[config.mk]
export PLATFORM = sky130hd
export DESIGN_NAME = orpc_top
export DESIGN_NICKNAME = d
export VERILOG_FILES = /design/src/shared/orpc_pkg.sv /design/src/verilog/orpc_top.sv /design/src/verilog/orpc_divider.sv /design/src/verilog/orpc_ramp.sv
export SDC_FILE = /design/constraint.sdc
export NUM_CORES = 1
export LEC_CHECK = 0
export ABC_AREA = 1
export ABC_CLOCK_PERIOD_IN_PS = 3200
export BUFFER_PORTS_ARGS = -buffer_cell sky130_fd_sc_hd__buf_2
export CORE_MARGIN = 2
export CORE_UTILIZATION = 54
export DETAILED_ROUTE_END_ITERATION = 6
export PLACE_DENSITY_LB_ADDON = 0.2
export SETUP_SLACK_MARGIN = 0.05
export SYNTH_ARGS = -nofsm -noshare
export SYNTH_HDL_FRONTEND = slang
export SYNTH_SLANG_ARGS = --single-unit
[constraint.sdc]
create_clock -name clk -period 3.2 [get_ports clk]
set_input_delay 0.48 -clock clk [delete_from_list [all_inputs] [get_ports clk]]
set_output_delay 0.48 -clock clk [all_outputs]
set_load 0.01 [all_outputs]
[src/shared/orpc_pkg.sv]
// Contract
// - High-impedance bit set blocks and forces idle
// - Override bit enters mode, beats request pin
// - Leave when enable cleared or pin+override released
// - Shipping mode ends reverse-power operation
// - Target is 2.96 V plus 20 mV per code
// - Reference ramps at selected slew, 1 to 0.1 V/ms
// - Battery below threshold minus offset forces reset state
// - Ramp-down sink on while lowering until regulated
// - Start delay 0 ms to 1 s before converter
// - Soft start time from field, voltage independent
// - Current limit is hardware limit times percent code
// - Scale zero means 1 %, above 0x64 means 100 %
// - Status bit shows output constant-current regulation
// - Output below 3 V: off 3 s, then restart
// - Battery limit field: off, 150, 200, 300 percent
// - Battery limit flag; collapse uses same retry flow
// - Overvoltage stops switching; after 100 ms exit mode
// - Cable compensation 0 to 300 mV at 2.4 A
// - Light-load shutdown armed only under four conditions
// - Low load past delay enters latched light-load state
// - Code changes apply only with internal feedback selected
// - Overvoltage pulldown when its enable bit set
// - State field reads 000 outside the mode
package orpc_pkg;

	// Register offsets
	localparam logic [7:0] ADDR_CONTROL   = 8'h0e;
	localparam logic [7:0] ADDR_CONFIG    = 8'h0f;
	localparam logic [7:0] ADDR_SLEW_BLIM = 8'h10;
	localparam logic [7:0] ADDR_CODE_A    = 8'h13;
	localparam logic [7:0] ADDR_CODE_B    = 8'h14;
	localparam logic [7:0] ADDR_LOW_BAT   = 8'h1a;
	localparam logic [7:0] ADDR_STATUS    = 8'h20;

	// Control register fields
	localparam int CTL_ENABLE   = 0;
	localparam int CTL_OVERRIDE = 1;
	localparam int CTL_SS_LSB   = 2;
	localparam int CTL_LL_EN    = 4;
	localparam int CTL_DLY_LSB  = 5;
	localparam int CTL_RAMP_PD  = 7;
	// Config register fields
	localparam int CFG_CUT_LSB  = 0;
	localparam int CFG_COMP_LSB = 3;
	localparam int CFG_LLD_LSB  = 5;
	localparam int CFG_OV_PD    = 7;
	// Slew / battery limit register fields
	localparam int SBL_SLEW_LSB = 0;
	localparam int SBL_BLIM_LSB = 2;
	localparam int SBL_VSRC     = 4;
	// Status register fields
	localparam int STA_OUT_CC   = 3;
	localparam int STA_BAT_CC   = 4;

	// Reset values
	localparam logic [7:0] RST_CONTROL   = 8'h00;
	localparam logic [7:0] RST_CONFIG    = 8'h00;
	localparam logic [7:0] RST_SLEW_BLIM = 8'h04;
	localparam logic [7:0] RST_CODE_A    = 8'h6b;
	localparam logic [7:0] RST_CODE_B    = 8'h00;
	localparam logic [7:0] RST_LOW_BAT   = 8'h00;

	// State field codes
	localparam logic [2:0] STS_RESET  = 3'h0;
	localparam logic [2:0] STS_SOFT   = 3'h1;
	localparam logic [2:0] STS_REG    = 3'h2;
	localparam logic [2:0] STS_RETRY  = 3'h3;
	localparam logic [2:0] STS_LLOFF  = 3'h4;

	// Timing: base tick, slew steps and millisecond timers
	localparam int CLK_MHZ       = 25;
	localparam int BASE_TICK_US  = 20;
	localparam int BASE_TICK_CYC = CLK_MHZ * BASE_TICK_US;
	localparam int MS_PER_TICKS  = 1000 / BASE_TICK_US;
	localparam int STEP_UV       = 20000;
	localparam int SLEW0_UV_MS   = 1000000;
	localparam int SLEW1_UV_MS   = 500000;
	localparam int SLEW2_UV_MS   = 200000;
	localparam int SLEW3_UV_MS   = 100000;
	localparam int OV_QUAL_MS    = 100;
	localparam int RETRY_OFF_MS  = 3000;
	localparam int DLY0_MS = 0, DLY1_MS = 100, DLY2_MS = 500, DLY3_MS = 1000;
	localparam int SS0_MS  = 1, SS1_MS  = 2,   SS2_MS  = 4,   SS3_MS  = 8;
	localparam int LL0_MS  = 10000, LL1_MS = 20000, LL2_MS = 30000;
	localparam int COMP_STEP_MV  = 100;

	typedef enum logic [2:0] {
		ST_OFF, ST_RESET, ST_DELAY, ST_SOFT, ST_REG, ST_RETRY, ST_LLOFF
	} orpc_state_t;

endpackage

[src/verilog/orpc_top.sv]
`timescale 1ns/1ns
`default_nettype none
module orpc_top #(
	parameter int TICK_CYCLES = orpc_pkg::BASE_TICK_CYC,
	parameter int MS_TICKS    = orpc_pkg::MS_PER_TICKS
) (
	input  wire logic       clk,                 // 25 MHz clock
	input  wire logic       rstn,                // Sync reset, active low
	input  wire logic       reg_wr,              // Register write strobe
	input  wire logic [7:0] reg_addr,            // Register address
	input  wire logic [7:0] reg_wdata,           // Register write data
	output logic      [7:0] reg_rdata,           // Read data, next cycle
	input  wire logic       high_impedance_idle, // Global idle bit
	input  wire logic       ship_mode,           // Shipping mode active
	input  wire logic       mode_request_pin_n,  // Mode request, low
	input  wire logic       internal_fb,         // Internal feedback used
	input  wire logic [6:0] output_current_scale,// Percent scaling code
	input  wire logic [6:0] battery_level,       // Battery, threshold LSB
	input  wire logic       vout_below_3v,       // Output collapse
	input  wire logic       vout_over_108,       // Output overvoltage
	input  wire logic       vout_in_reg,         // Output in regulation
	input  wire logic       vout_below_6v,       // Output under 6 V
	input  wire logic       buck_mode,           // Converter in buck
	input  wire logic       vbat_above_vin,      // Battery >= input+0.5V
	input  wire logic       load_below_5ma,      // Load under 5 mA
	input  wire logic       out_current_over,    // Output limit reached
	input  wire logic       batt_current_over,   // Battery limit reached
	output logic            reverse_active,      // In reverse-power mode
	output logic            converter_enable,    // Power stage enabled
	output logic            switching_enable,    // Switching allowed
	output logic            soft_start_active,   // Soft start running
	output logic      [9:0] vref_code,           // Ramped reference code
	output logic      [6:0] current_scale_pct,   // Effective limit, %
	output logic      [1:0] battery_limit_sel,   // Battery limit setting
	output logic      [8:0] cord_comp_mv,        // Comp at 2.4 A, mV
	output logic            ramp_sink_on,        // 70 mA sink enable
	output logic            ov_pulldown_on       // Overvoltage pulldown
);
	localparam int TW = 15;

	generate
		if (TICK_CYCLES < 1 || MS_TICKS < 1) begin : g_bad
			$error("orpc_top: tick counts must be at least 1");
		end
	endgenerate

	logic [7:0] reverse_mode_control;
	logic [7:0] reverse_mode_config;
	logic [7:0] reverse_slew_and_battery_limit;
	logic [7:0] reverse_voltage_code_a;
	logic [7:0] reverse_voltage_code_b;
	logic [7:0] low_battery_threshold;
	logic [7:0] reverse_mode_status;

	orpc_pkg::orpc_state_t state;
	orpc_pkg::orpc_state_t next_state;

	logic          base_tick;
	logic          ms_tick;
	logic          slew_step;
	logic [3:0]    slew_cnt;
	logic [3:0]    slew_div;
	logic [TW-1:0] tmr;
	logic [TW-1:0] ll_cnt;
	logic [6:0]    ov_cnt;
	logic [9:0]    active_code;
	logic [9:0]    ramp_level;
	logic          ramp_falling;
	logic          in_mode;
	logic          enter;
	logic          leave;
	logic          cutoff;
	logic          ov_expired;
	logic          ll_armed;
	logic [TW-1:0] delay_ms;
	logic [TW-1:0] ss_ms;
	logic [TW-1:0] ll_ms;
	logic [2:0]    status_code;

	// Field views
	logic       en_bit;
	logic       ovr_bit;
	logic [1:0] blim_sel;
	assign en_bit   = reverse_mode_control[orpc_pkg::CTL_ENABLE];
	assign ovr_bit  = reverse_mode_control[orpc_pkg::CTL_OVERRIDE];
	assign blim_sel = reverse_slew_and_battery_limit[orpc_pkg::SBL_BLIM_LSB +: 2];

	////////////////////////////////////////////////////////////////////
	// Register file

	// Software writes; status is built from live state, never written
	always_ff @(posedge clk) begin
		if (!rstn) begin
			reverse_mode_control           <= orpc_pkg::RST_CONTROL;
			reverse_mode_config            <= orpc_pkg::RST_CONFIG;
			reverse_slew_and_battery_limit <= orpc_pkg::RST_SLEW_BLIM;
			reverse_voltage_code_a         <= orpc_pkg::RST_CODE_A;
			reverse_voltage_code_b         <= orpc_pkg::RST_CODE_B;
			low_battery_threshold          <= orpc_pkg::RST_LOW_BAT;
		end else if (reg_wr) begin
			unique case (reg_addr)
				orpc_pkg::ADDR_CONTROL:   reverse_mode_control <= reg_wdata;
				orpc_pkg::ADDR_CONFIG:    reverse_mode_config <= reg_wdata;
				orpc_pkg::ADDR_SLEW_BLIM: begin
					reverse_slew_and_battery_limit <= {3'h0, reg_wdata[4:0]};
				end
				orpc_pkg::ADDR_CODE_A:    reverse_voltage_code_a <= reg_wdata;
				orpc_pkg::ADDR_CODE_B:    begin
					reverse_voltage_code_b <= {6'h00, reg_wdata[1:0]};
				end
				orpc_pkg::ADDR_LOW_BAT:   begin
					low_battery_threshold <= {1'b0, reg_wdata[6:0]};
				end
				default: ;
			endcase
		end
	end

	// Status byte: state field, then the two regulation flags
	assign status_code = in_mode ? (
		(state == orpc_pkg::ST_SOFT)  ? orpc_pkg::STS_SOFT  :
		(state == orpc_pkg::ST_REG)   ? orpc_pkg::STS_REG   :
		(state == orpc_pkg::ST_RETRY) ? orpc_pkg::STS_RETRY :
		(state == orpc_pkg::ST_LLOFF) ? orpc_pkg::STS_LLOFF :
		orpc_pkg::STS_RESET) : orpc_pkg::STS_RESET;
	always_comb begin
		reverse_mode_status = 8'h00;
		reverse_mode_status[2:0] = status_code;
		reverse_mode_status[orpc_pkg::STA_OUT_CC] =
			(state == orpc_pkg::ST_REG) && out_current_over;
		reverse_mode_status[orpc_pkg::STA_BAT_CC] =
			in_mode && batt_current_over;
	end

	// Registered read mux; unmapped addresses read zero
	always_ff @(posedge clk) begin
		if (!rstn) begin
			reg_rdata <= 8'h00;
		end else begin
			unique case (reg_addr)
				orpc_pkg::ADDR_CONTROL:   reg_rdata <= reverse_mode_control;
				orpc_pkg::ADDR_CONFIG:    reg_rdata <= reverse_mode_config;
				orpc_pkg::ADDR_SLEW_BLIM: begin
					reg_rdata <= reverse_slew_and_battery_limit;
				end
				orpc_pkg::ADDR_CODE_A:    reg_rdata <= reverse_voltage_code_a;
				orpc_pkg::ADDR_CODE_B:    reg_rdata <= reverse_voltage_code_b;
				orpc_pkg::ADDR_LOW_BAT:   reg_rdata <= low_battery_threshold;
				orpc_pkg::ADDR_STATUS:    reg_rdata <= reverse_mode_status;
				default:                  reg_rdata <= 8'h00;
			endcase
		end
	end

	////////////////////////////////////////////////////////////////////
	// Time base: one prescaled tick chain feeds every timer

	orpc_divider #(
		.DIV (TICK_CYCLES)
	) u_base_div (
		.clk  (clk),
		.rstn (rstn),
		.en   (1'b1),
		.tick (base_tick)
	);

	orpc_divider #(
		.DIV (MS_TICKS)
	) u_ms_div (
		.clk  (clk),
		.rstn (rstn),
		.en   (base_tick),
		.tick (ms_tick)
	);

	// Base ticks per 20 mV step for each slew setting
	always_comb begin
		unique case (reverse_slew_and_battery_limit[orpc_pkg::SBL_SLEW_LSB +: 2])
			2'h0: slew_div = 4'(orpc_pkg::STEP_UV * 1000
				/ orpc_pkg::SLEW0_UV_MS / orpc_pkg::BASE_TICK_US);
			2'h1: slew_div = 4'(orpc_pkg::STEP_UV * 1000
				/ orpc_pkg::SLEW1_UV_MS / orpc_pkg::BASE_TICK_US);
			2'h2: slew_div = 4'(orpc_pkg::STEP_UV * 1000
				/ orpc_pkg::SLEW2_UV_MS / orpc_pkg::BASE_TICK_US);
			2'h3: slew_div = 4'(orpc_pkg::STEP_UV * 1000
				/ orpc_pkg::SLEW3_UV_MS / orpc_pkg::BASE_TICK_US);
		endcase
	end

	// Slew step pulse; a setting change takes hold at the next base tick
	always_ff @(posedge clk) begin
		if (!rstn) begin
			slew_cnt  <= 4'h0;
			slew_step <= 1'b0;
		end else begin
			slew_step <= 1'b0;
			if (base_tick) begin
				if (slew_cnt + 4'h1 >= slew_div) begin
					slew_cnt  <= 4'h0;
					slew_step <= 1'b1;
				end else begin
					slew_cnt <= slew_cnt + 4'h1;
				end
			end
		end
	end

	////////////////////////////////////////////////////////////////////
	// Mode entry and exit

	assign in_mode = (state != orpc_pkg::ST_OFF);
	// Override wins over the pin; idle bit and shipping block entry
	assign enter = !high_impedance_idle && !ship_mode && en_bit
		&& (ovr_bit || !mode_request_pin_n)
		&& (blim_sel != 2'h0);
	assign leave = high_impedance_idle || !en_bit
		|| (mode_request_pin_n && !ovr_bit)
		|| ship_mode
		|| (blim_sel == 2'h0)
		|| ov_expired;

	// Cutoff compare in threshold LSBs; underflow clamps to zero
	always_comb begin
		logic [7:0] lim;
		lim = {1'b0, low_battery_threshold[6:0]}
			- {5'h00, reverse_mode_config[orpc_pkg::CFG_CUT_LSB +: 3]};
		cutoff = !lim[7] && ({1'b0, battery_level} < lim);
	end

	// Millisecond figures chosen by the delay fields
	always_comb begin
		unique case (reverse_mode_control[orpc_pkg::CTL_DLY_LSB +: 2])
			2'h0: delay_ms = TW'(orpc_pkg::DLY0_MS);
			2'h1: delay_ms = TW'(orpc_pkg::DLY1_MS);
			2'h2: delay_ms = TW'(orpc_pkg::DLY2_MS);
			2'h3: delay_ms = TW'(orpc_pkg::DLY3_MS);
		endcase
		unique case (reverse_mode_control[orpc_pkg::CTL_SS_LSB +: 2])
			2'h0: ss_ms = TW'(orpc_pkg::SS0_MS);
			2'h1: ss_ms = TW'(orpc_pkg::SS1_MS);
			2'h2: ss_ms = TW'(orpc_pkg::SS2_MS);
			2'h3: ss_ms = TW'(orpc_pkg::SS3_MS);
		endcase
		unique case (reverse_mode_config[orpc_pkg::CFG_LLD_LSB +: 2])
			2'h0: ll_ms = TW'(orpc_pkg::LL0_MS);
			2'h1: ll_ms = TW'(orpc_pkg::LL1_MS);
			2'h2: ll_ms = TW'(orpc_pkg::LL2_MS);
			2'h3: ll_ms = TW'(orpc_pkg::LL2_MS);
		endcase
	end

	////////////////////////////////////////////////////////////////////
	// State machine

	assign ll_armed = reverse_mode_control[orpc_pkg::CTL_LL_EN]
		&& buck_mode && vbat_above_vin && vout_below_6v
		&& (state == orpc_pkg::ST_REG);

	always_comb begin
		next_state = state;
		if (state == orpc_pkg::ST_OFF) begin
			if (enter) begin
				next_state = orpc_pkg::ST_RESET;
			end
		end else if (leave) begin
			next_state = orpc_pkg::ST_OFF;
		end else begin
			unique case (state)
				orpc_pkg::ST_RESET: begin
					if (!cutoff) next_state = orpc_pkg::ST_DELAY;
				end
				orpc_pkg::ST_DELAY: begin
					if (cutoff) next_state = orpc_pkg::ST_RESET;
					else if (tmr >= delay_ms) next_state = orpc_pkg::ST_SOFT;
				end
				orpc_pkg::ST_SOFT: begin
					if (cutoff) next_state = orpc_pkg::ST_RESET;
					else if (tmr >= ss_ms) next_state = orpc_pkg::ST_REG;
				end
				orpc_pkg::ST_REG: begin
					if (cutoff) next_state = orpc_pkg::ST_RESET;
					else if (vout_below_3v) begin
						next_state = orpc_pkg::ST_RETRY;
					end else if (ll_cnt > ll_ms) begin
						next_state = orpc_pkg::ST_LLOFF;
					end
				end
				orpc_pkg::ST_RETRY: begin
					if (tmr >= TW'(orpc_pkg::RETRY_OFF_MS)) begin
						next_state = orpc_pkg::ST_RESET;
					end
				end
				orpc_pkg::ST_LLOFF: next_state = orpc_pkg::ST_LLOFF;
				default: next_state = orpc_pkg::ST_OFF;
			endcase
		end
	end

	// State register
	always_ff @(posedge clk) begin
		if (!rstn) begin
			state <= orpc_pkg::ST_OFF;
		end else begin
			state <= next_state;
		end
	end

	// Per-state ms timer; restarts on every state change and on exit
	always_ff @(posedge clk) begin
		if (!rstn || next_state != state || !in_mode) begin
			tmr <= '0;
		end else if (ms_tick && tmr != '1) begin
			tmr <= tmr + 1'b1;
		end
	end

	// Light-load qualification; any load or disarm restarts it
	always_ff @(posedge clk) begin
		if (!rstn || !ll_armed || !load_below_5ma) begin
			ll_cnt <= '0;
		end else if (ms_tick && ll_cnt != '1) begin
			ll_cnt <= ll_cnt + 1'b1;
		end
	end

	// Overvoltage qualification; exit only once it passes 100 ms
	always_ff @(posedge clk) begin
		if (!rstn || !in_mode || !vout_over_108) begin
			ov_cnt <= 7'h00;
		end else if (ms_tick && !ov_expired) begin
			ov_cnt <= ov_cnt + 7'h01;
		end
	end
	assign ov_expired = (ov_cnt > 7'(orpc_pkg::OV_QUAL_MS));

	////////////////////////////////////////////////////////////////////
	// Output reference

	// Code is frozen in the mode unless internal feedback owns it
	always_ff @(posedge clk) begin
		if (!rstn) begin
			active_code <= {orpc_pkg::RST_CODE_B[1:0], orpc_pkg::RST_CODE_A};
		end else if (!in_mode || (internal_fb
			&& !reverse_slew_and_battery_limit[orpc_pkg::SBL_VSRC])) begin
			active_code <= {reverse_voltage_code_b[1:0],
				reverse_voltage_code_a};
		end
	end

	// Startup jumps straight to target; soft start shapes that edge
	orpc_ramp #(
		.W (10)
	) u_ramp (
		.clk     (clk),
		.rstn    (rstn),
		.load    (state == orpc_pkg::ST_RESET || !in_mode),
		.step    (slew_step),
		.target  (active_code),
		.level   (ramp_level),
		.falling (ramp_falling)
	);

	////////////////////////////////////////////////////////////////////
	// Registered outputs

	// Power stage control; overvoltage cuts switching at once
	always_ff @(posedge clk) begin
		if (!rstn) begin
			reverse_active    <= 1'b0;
			converter_enable  <= 1'b0;
			switching_enable  <= 1'b0;
			soft_start_active <= 1'b0;
			vref_code         <= 10'h000;
		end else begin
			reverse_active    <= in_mode;
			converter_enable  <= (state == orpc_pkg::ST_SOFT)
				|| (state == orpc_pkg::ST_REG);
			switching_enable  <= ((state == orpc_pkg::ST_SOFT)
				|| (state == orpc_pkg::ST_REG)) && !vout_over_108;
			soft_start_active <= (state == orpc_pkg::ST_SOFT);
			vref_code         <= ramp_level;
		end
	end

	// Limits and compensation presented to the analog loop
	always_ff @(posedge clk) begin
		if (!rstn) begin
			current_scale_pct <= 7'h01;
			battery_limit_sel <= 2'h0;
			cord_comp_mv      <= 9'h000;
		end else begin
			if (output_current_scale == 7'h00) begin
				current_scale_pct <= 7'h01;
			end else if (output_current_scale > 7'h64) begin
				current_scale_pct <= 7'h64;
			end else begin
				current_scale_pct <= output_current_scale;
			end
			battery_limit_sel <= blim_sel;
			cord_comp_mv <= 9'(orpc_pkg::COMP_STEP_MV
				* reverse_mode_config[orpc_pkg::CFG_COMP_LSB +: 2]);
		end
	end

	// Sink holds past the ramp until the output settles
	always_ff @(posedge clk) begin
		if (!rstn) begin
			ramp_sink_on   <= 1'b0;
			ov_pulldown_on <= 1'b0;
		end else begin
			ramp_sink_on <= in_mode
				&& reverse_mode_control[orpc_pkg::CTL_RAMP_PD]
				&& (ramp_falling || (ramp_sink_on && !vout_in_reg));
			ov_pulldown_on <= in_mode && vout_over_108
				&& reverse_mode_config[orpc_pkg::CFG_OV_PD];
		end
	end

endmodule
`default_nettype wire

[src/verilog/orpc_divider.sv]
`timescale 1ns/1ns
`default_nettype none
module orpc_divider #(
	parameter int DIV = 500
) (
	input  wire logic clk,   // System clock
	input  wire logic rstn,  // Synchronous reset, active low
	input  wire logic en,    // Count enable
	output logic      tick   // One-cycle pulse every DIV enables
);
	localparam int CW = (DIV > 1) ? $clog2(DIV) : 1;
	logic [CW-1:0] cnt;
	generate
		if (DIV < 1) begin : g_bad
			$error("orpc_divider: DIV must be at least 1");
		end
	endgenerate
	////////////////////////////////////////////////////////////////////
	// Free counter; the pulse is registered so callers see a clean flop
	always_ff @(posedge clk) begin
		if (!rstn) begin
			cnt  <= '0;
			tick <= 1'b0;
		end else begin
			tick <= 1'b0;
			if (en) begin
				if (cnt == CW'(DIV - 1)) begin
					cnt  <= '0;
					tick <= 1'b1;
				end else begin
					cnt <= cnt + 1'b1;
				end
			end
		end
	end
endmodule
`default_nettype wire

[src/verilog/orpc_ramp.sv]
`timescale 1ns/1ns
`default_nettype none
module orpc_ramp #(
	parameter int W = 10
) (
	input  wire logic         clk,     // System clock
	input  wire logic         rstn,    // Synchronous reset, active low
	input  wire logic         load,    // Jump straight to target
	input  wire logic         step,    // Move one code toward target
	input  wire logic [W-1:0] target,  // Code to reach
	output logic      [W-1:0] level,   // Present reference code
	output logic              falling  // Level still above target
);
	generate
		if (W < 1) begin : g_bad
			$error("orpc_ramp: W must be at least 1");
		end
	endgenerate
	////////////////////////////////////////////////////////////////////
	// One code per step keeps the slope set purely by the step rate
	always_ff @(posedge clk) begin
		if (!rstn) begin
			level <= '0;
		end else if (load) begin
			level <= target;
		end else if (step) begin
			if (level < target) begin
				level <= level + 1'b1;
			end else if (level > target) begin
				level <= level - 1'b1;
			end
		end
	end

	assign falling = (level > target);
endmodule
`default_nettype wire

Yosys cells after proc, flatten, opt, wreduce, memory -nomap -nowiden. Index checks and enable logic that the tools add are counted.

Add/subtract/negate cells: 9. Multiply operators: 1. Magnitude comparators: 10. Equality and inequality tests: 30. Mux-type cells: 33. Bitwise logic cells: 1. Reduce and logical (&&, ||, !) cells: 75.

Operators with widths (count): one-hot mux 15 bit (4 select lines) (2); one-hot mux 8 bit (7 select lines) (1); two-way mux 3 bit (17); one-hot mux 15 bit (3 select lines) (1); two-way mux 10 bit (4); == test 8 x 5 -> 1 bit, second input constant (4); adder 15 x 1 -> 15 bit, second input constant (2); greater-or-equal comparator 15 bit (2); inequality test 15 bit, second input constant (2); logical AND 1 bit (22); one-hot mux 3 bit (6 select lines) (1); == test 2 bit, second input constant (8); == test 8 x 4 -> 1 bit, second input constant (2); logical OR 1 bit (16); one-hot mux 4 bit (4 select lines) (1); AND reduction 2 bit (8); greater-or-equal comparator 15 x 12 -> 1 bit, second input constant (1); > comparator 15 bit (1); > comparator 7 bit, second input constant (2); logical NOT 1 bit (14); adder 10 x 1 -> 10 bit, second input constant (1); > comparator 10 bit (1); logical NOT 2 bit (5); < comparator 10 bit (1); 28 further kinds (40).

Register bits after elaboration: 162. Input port bits: 46.

Longest topological paths before layout.
Depth after elaboration: 13. Depth in mapped cells: 21.

Cells and area by module. From an unflattened synthesis, not the netlist that was laid out.

Cells, all modules: 1231. Area total of the unflattened synthesis: 8927.3 um2.

Modules (own cells, without submodules): orpc_top (times used 1, cells an instance 922, area an instance 6751.5 um2, sequential area each 2622.5 um2); orpc_ramp (times used 1, cells an instance 195, area an instance 1327.5 um2, sequential area each 200.2 um2); orpc_divider (u_base_div) (times used 1, cells an instance 67, area an instance 506.7 um2, sequential area each 200.2 um2); orpc_divider (u_ms_div) (times used 1, cells an instance 47, area an instance 341.6 um2, sequential area each 140.1 um2).

Least setup slack after synthesis. No wires, ideal clock.

Path kind: register -> register. Start: reg low_battery_threshold[0]. End: reg tmr[12]. Library setup time: 0.061 ns. Data arrival time: 2.919 ns. Data required time: 3.139 ns. Path slack: 0.220 ns. Stages on the path, launching flop included: 21. Buffers on the path: 1. Period minus slack after synthesis: 2.980 ns. Path through: dfxtp_1 > inv_1 > ha_1 > inv_1 > fa_1 > a211o_1 > nor3_1 > xor2_1 > ha_1 > a21oi_1 > nand2_1 > a21oi_1 > nand2_1 > nand2_1 > nand2_1 > nand2_2 > nor2_1 > nor2_4 > nand4_4 > buf_12 > nor2_4.

Cells in the longest elaborated chain, start to end: 10. Elaborated cells on any way between the ends: 14. Those cells by class: add/sub (1); order compare (1); eq/ne (1); mux (7); reduce/logical (4).

RTL lines: start: declaration (line orpc_top.sv:52) `logic [7:0] low_battery_threshold;`; start signal: assignment (line orpc_top.sv:99) `low_battery_threshold <= orpc_pkg::RST_LOW_BAT;`; start signal: assignment (line orpc_top.sv:112) `low_battery_threshold <= {1'b0, reg_wdata[6:0]};`; subtractor 7 x 3 -> 8 bit * (line orpc_top.sv:226) `- {5'h00, reverse_mode_config[orpc_pkg::CFG_CUT_LSB +: 3]};`; < comparator 7 x 8 -> 1 bit / logical NOT 1 bit (equally long branches) (line orpc_top.sv:227) `cutoff = !lim[7] && ({1'b0, battery_level} < lim);`; logical AND 1 bit * (line orpc_top.sv:227); two-way mux 3 bit, on equally long branches; one-hot mux 3 bit (6 select lines) * (line orpc_top.sv:268) `unique case (state)`; two-way mux 3 bit * (line orpc_top.sv:265) `end else if (leave) begin`; two-way mux 3 bit * (line orpc_top.sv:261) `if (state == orpc_pkg::ST_OFF) begin`; inequality test 3 bit * (line orpc_top.sv:310) `if (!rstn || next_state != state || !in_mode) begin`; logical OR 1 bit * (2 in a row) (line orpc_top.sv:310); end signal: assignment (line orpc_top.sv:313) `tmr <= tmr + 1'b1;`; end: declaration (line orpc_top.sv:63) `logic [TW-1:0] tmr;`.

Every way passes the cells marked *; elsewhere a longest branch is shown, timed or not. A chain may end at the register's enable or synchronous reset.

Final worst setup path.
Start: reg low_battery_threshold[0]. End: reg tmr[8].

Same word-level chain as after synthesis.

==> results.toml <==
[placed_design]
dp.cells = 1405
dp_hpwl_um = 15070
portBuffers = 84
place_area_um2 = 9064
dp_slack_ns = -0.05823
place_congestion = 0.9204

[floorplanning]
fp.dieArea_um2 = 16600
die_x_um = 128.8
num_rows = 45
die_y_um = 128.8
start_util = 0.5537
core_area_um2 = 15200
pin_count = 88

[drt]
drt_iter0_drc = 530
drt-total-wl_um = 20790
wl_per_cell_um = 14.36
postRouteAntennaNets = 0
routed_via_density = 5.347
drc_errors = 0
vias = 7743
firstDrtPassIters = 5

[yosys]
synth.cell_area_um2 = 8417
synth_top_area_frac = 0.3758
synthAdderAreaFrac = 0.1029
synth_top_family_by_area = "simple AND/OR/NAND/NOR gates"
synth_area_leader_cell = "dfxtp_1"
yosysWarningCount = 0
synth_compound_gate_area_share = 0.1430
synth_cell_type_count = 52
postSynthAreaPerCell_um2 = 7.370
ys_seq_area_frac = 0.3758
synthXorXnorAreaFrac = 0.02706
synthMuxAreaShare = 0
synth.area.top_cells = "dfxtp_1, ha_1, nand2_1"
ys_ff_latch = 158
syn_inst = 1142
synthSimpleGateAreaFrac = 0.2497
synthArstFlopShare = 0
synth_edf_count = 0
ys.flop_type = "dfxtp_1"

[clock_network]
cts_buffers = 17
clock-sinks = 158
clk_pin_slew_ns = 0.06
htree_levels = 4
cts_max_path_buffers = 2
cts_tree = "built"
clockRootBuffer = "clkbuf_16"
hold_buffers = 0
clock_latency_ns = 0.43

[worst_setup_path]
start_kind = "flip-flop"
worstReg2RegEnd = "tmr[8]"
worst-r2r-setup-slack_ns = 0.04
worstPathRequired_ns = 3.57
path_max_fanout = 6
r2r_cells = 21
rr_startpoint = "low_battery_threshold[0]"
end_kind = "flip-flop"
cp.arrival_ns = 3.53
worstSetupPathType = "reg2reg"

[pwr]
power_density_nw_per_um2 = 419.6
irDropWorstVdd_uv = 382.3
leakage_nw = 4.486
finalPower_mw = 4.172

[cells_and_area]
drive_gt1_frac = 0.1675
final_common_cell = "nand2_1"
area_delta_synth_final_pct = 18.15
fillers = 1322
layout_common_cells = "nand2_1, inv_1, dfxtp_1, nor2_1, a21oi_1"
nNetsFinal = 1362
antenna_cells = 0
stdcell_area_um2 = 9945
fin_cells = 1448

[timing]
tightestPinTransition_ns = 0.6503
rsz0062_at_grt = "true"
fmax_mhz = 316.7
period_share = 0.9867
setup_slack_ns = 0.04257
setup_viol = 0
fin_tns_setup_ns = 0
fin_worst_skew_ns = 0.009459
drv_slew = 0
relSlewSlack = 0.5631
period_needed_ns = 3.157
finalHoldViolCount = 0

[hold_path]
hold_path.class = "in2reg"
whs_path_depth = 2
hold_path_end = "switching_enable"
min_from = "vout_over_108"

[global_routing]
grt_max_degree = 44
grt_pass1_vias = 7089
grt_pass1_wl_um = 33730
grt_overflow_total = 0
antenna_found_initial = 0
grt_usage = 0.2559

[status]
outcome = "complete, no violations"

[job]
drv_cap = 0
[stage by stage]
stage | util | hold slack (ns)
floorplan | - | 0.4170
detailed placement | 0.5962 | 0.4466
finish | 0.6542 | 0.2229
global route | 0.6542 | 0.2333
global placement | 0.5962 | 0.4367
CTS | 0.6381 | 0.2123
[state kept, by name, summed over array words and instances (netlist names), 7 cells and up]
register and count:
active_code 10, current_scale_pct 7, ll_cnt 15, low_battery_threshold 7
ov_cnt 7, reg_rdata 8, reverse_mode_config 8, reverse_mode_control 8
reverse_voltage_code_a 8, tmr 15, u_base_div.cnt 9, u_ramp.level 10
vref_code 10
[worst max-delay path, cell delays in order (launching register included)]
cell	delay, ns
dfxtp_2	0.32
inv_2	0.07
ha_4	0.12
inv_2	0.04
fa_2	0.33
a211o_1	0.29
nor3_2	0.14
xor2_1	0.09
ha_1	0.33
and3_1	0.17
nand2_1	0.06
nand2_2	0.14
nand2_2	0.07
nand2_2	0.07
nand2_4	0.06
buf_6	0.12
nand2_4	0.06
nand2_4	0.06
nor2_4	0.12
nand4_4	0.16
buf_16	0.21
nor2_4	0.07
[timing repair]
item | 4_1_cts | 5_1_grt
setup endpoints to repair | 15 | 19
resized for setup | 8 | 43
setup buffers | 2 | 9
cloned | 1 | 0
pin swaps | 7 | 16
[per-layer routing]
| layer | GRT usage | wire (um) |
|---|---|---|
| met5 | 0 | 0 |
| met4 | 0.09527 | 512 |
| met3 | 0.04075 | 1069 |
| met2 | 0.4046 | 9233 |
| met1 | 0.3539 | 9974 |
[power breakdown]
part | internal [mW] | switching [mW] | leakage [nW]
combinational | 0.0681 | 0.116 | 2.93
sequential | 1.98 | 0.0107 | 1.28
clock | 1.15 | 0.843 | 0.274
total | 3.20 | 0.970 | 4.49
[cells in the mapped netlist, types with 4 or more instances]
cell and count:
nand2_1 206, inv_1 184, dfxtp_1 158, nor2_1 104, a21oi_1 100, ha_1 66, nand3_1 55, o21ai_0 52
nor3_1 30, xor2_1 22, nand4_1 16, clkbuf_1 15, nor2_4 13, a211oi_1 9, a31oi_1 9, nor3b_1 9
inv_2 8, nor4_1 8, o22ai_1 8, o211ai_1 7, a22oi_1 5, buf_4 5, nand2_2 4, nor2_2 4
o21a_1 4, xnor2_1 4
[worst max path at each step]
stage	start	endpoint	depth (start not counted)
detailed placement	low_battery_threshold[0]	tmr[14]	21
floorplan	low_battery_threshold[0]	tmr[12]	20
global route	low_battery_threshold[0]	tmr[8]	20
finish	low_battery_threshold[0]	tmr[8]	21
global placement	low_battery_threshold[0]	tmr[1]	21
CTS	low_battery_threshold[0]	tmr[14]	20
[area by class of cell]
type / instances / area, um^2 / share of cell area
Timing Repair Buffer: 109 / 651.9 / 0.06555
Inverter: 193 / 724.4 / 0.07285
Multi-Input combinational cell: 769 / 4596 / 0.4621
Clock buffer: 19 / 432.9 / 0.04353
Tap cell: 188 / 235.2 / 0.02365
Sequential cell: 158 / 3167 / 0.3184
Clock inverter: 12 / 137.6 / 0.01384
[cell families after synthesis]
kind of cell	after synthesis
and+or+nand+nor	460
AOI/OAI and AO/OA	212
adders and majority gates	68
DFF	158
xor gates and xnor gates	26
other	1
buffers and inverters	217
(Power assumes the default switching activity.)
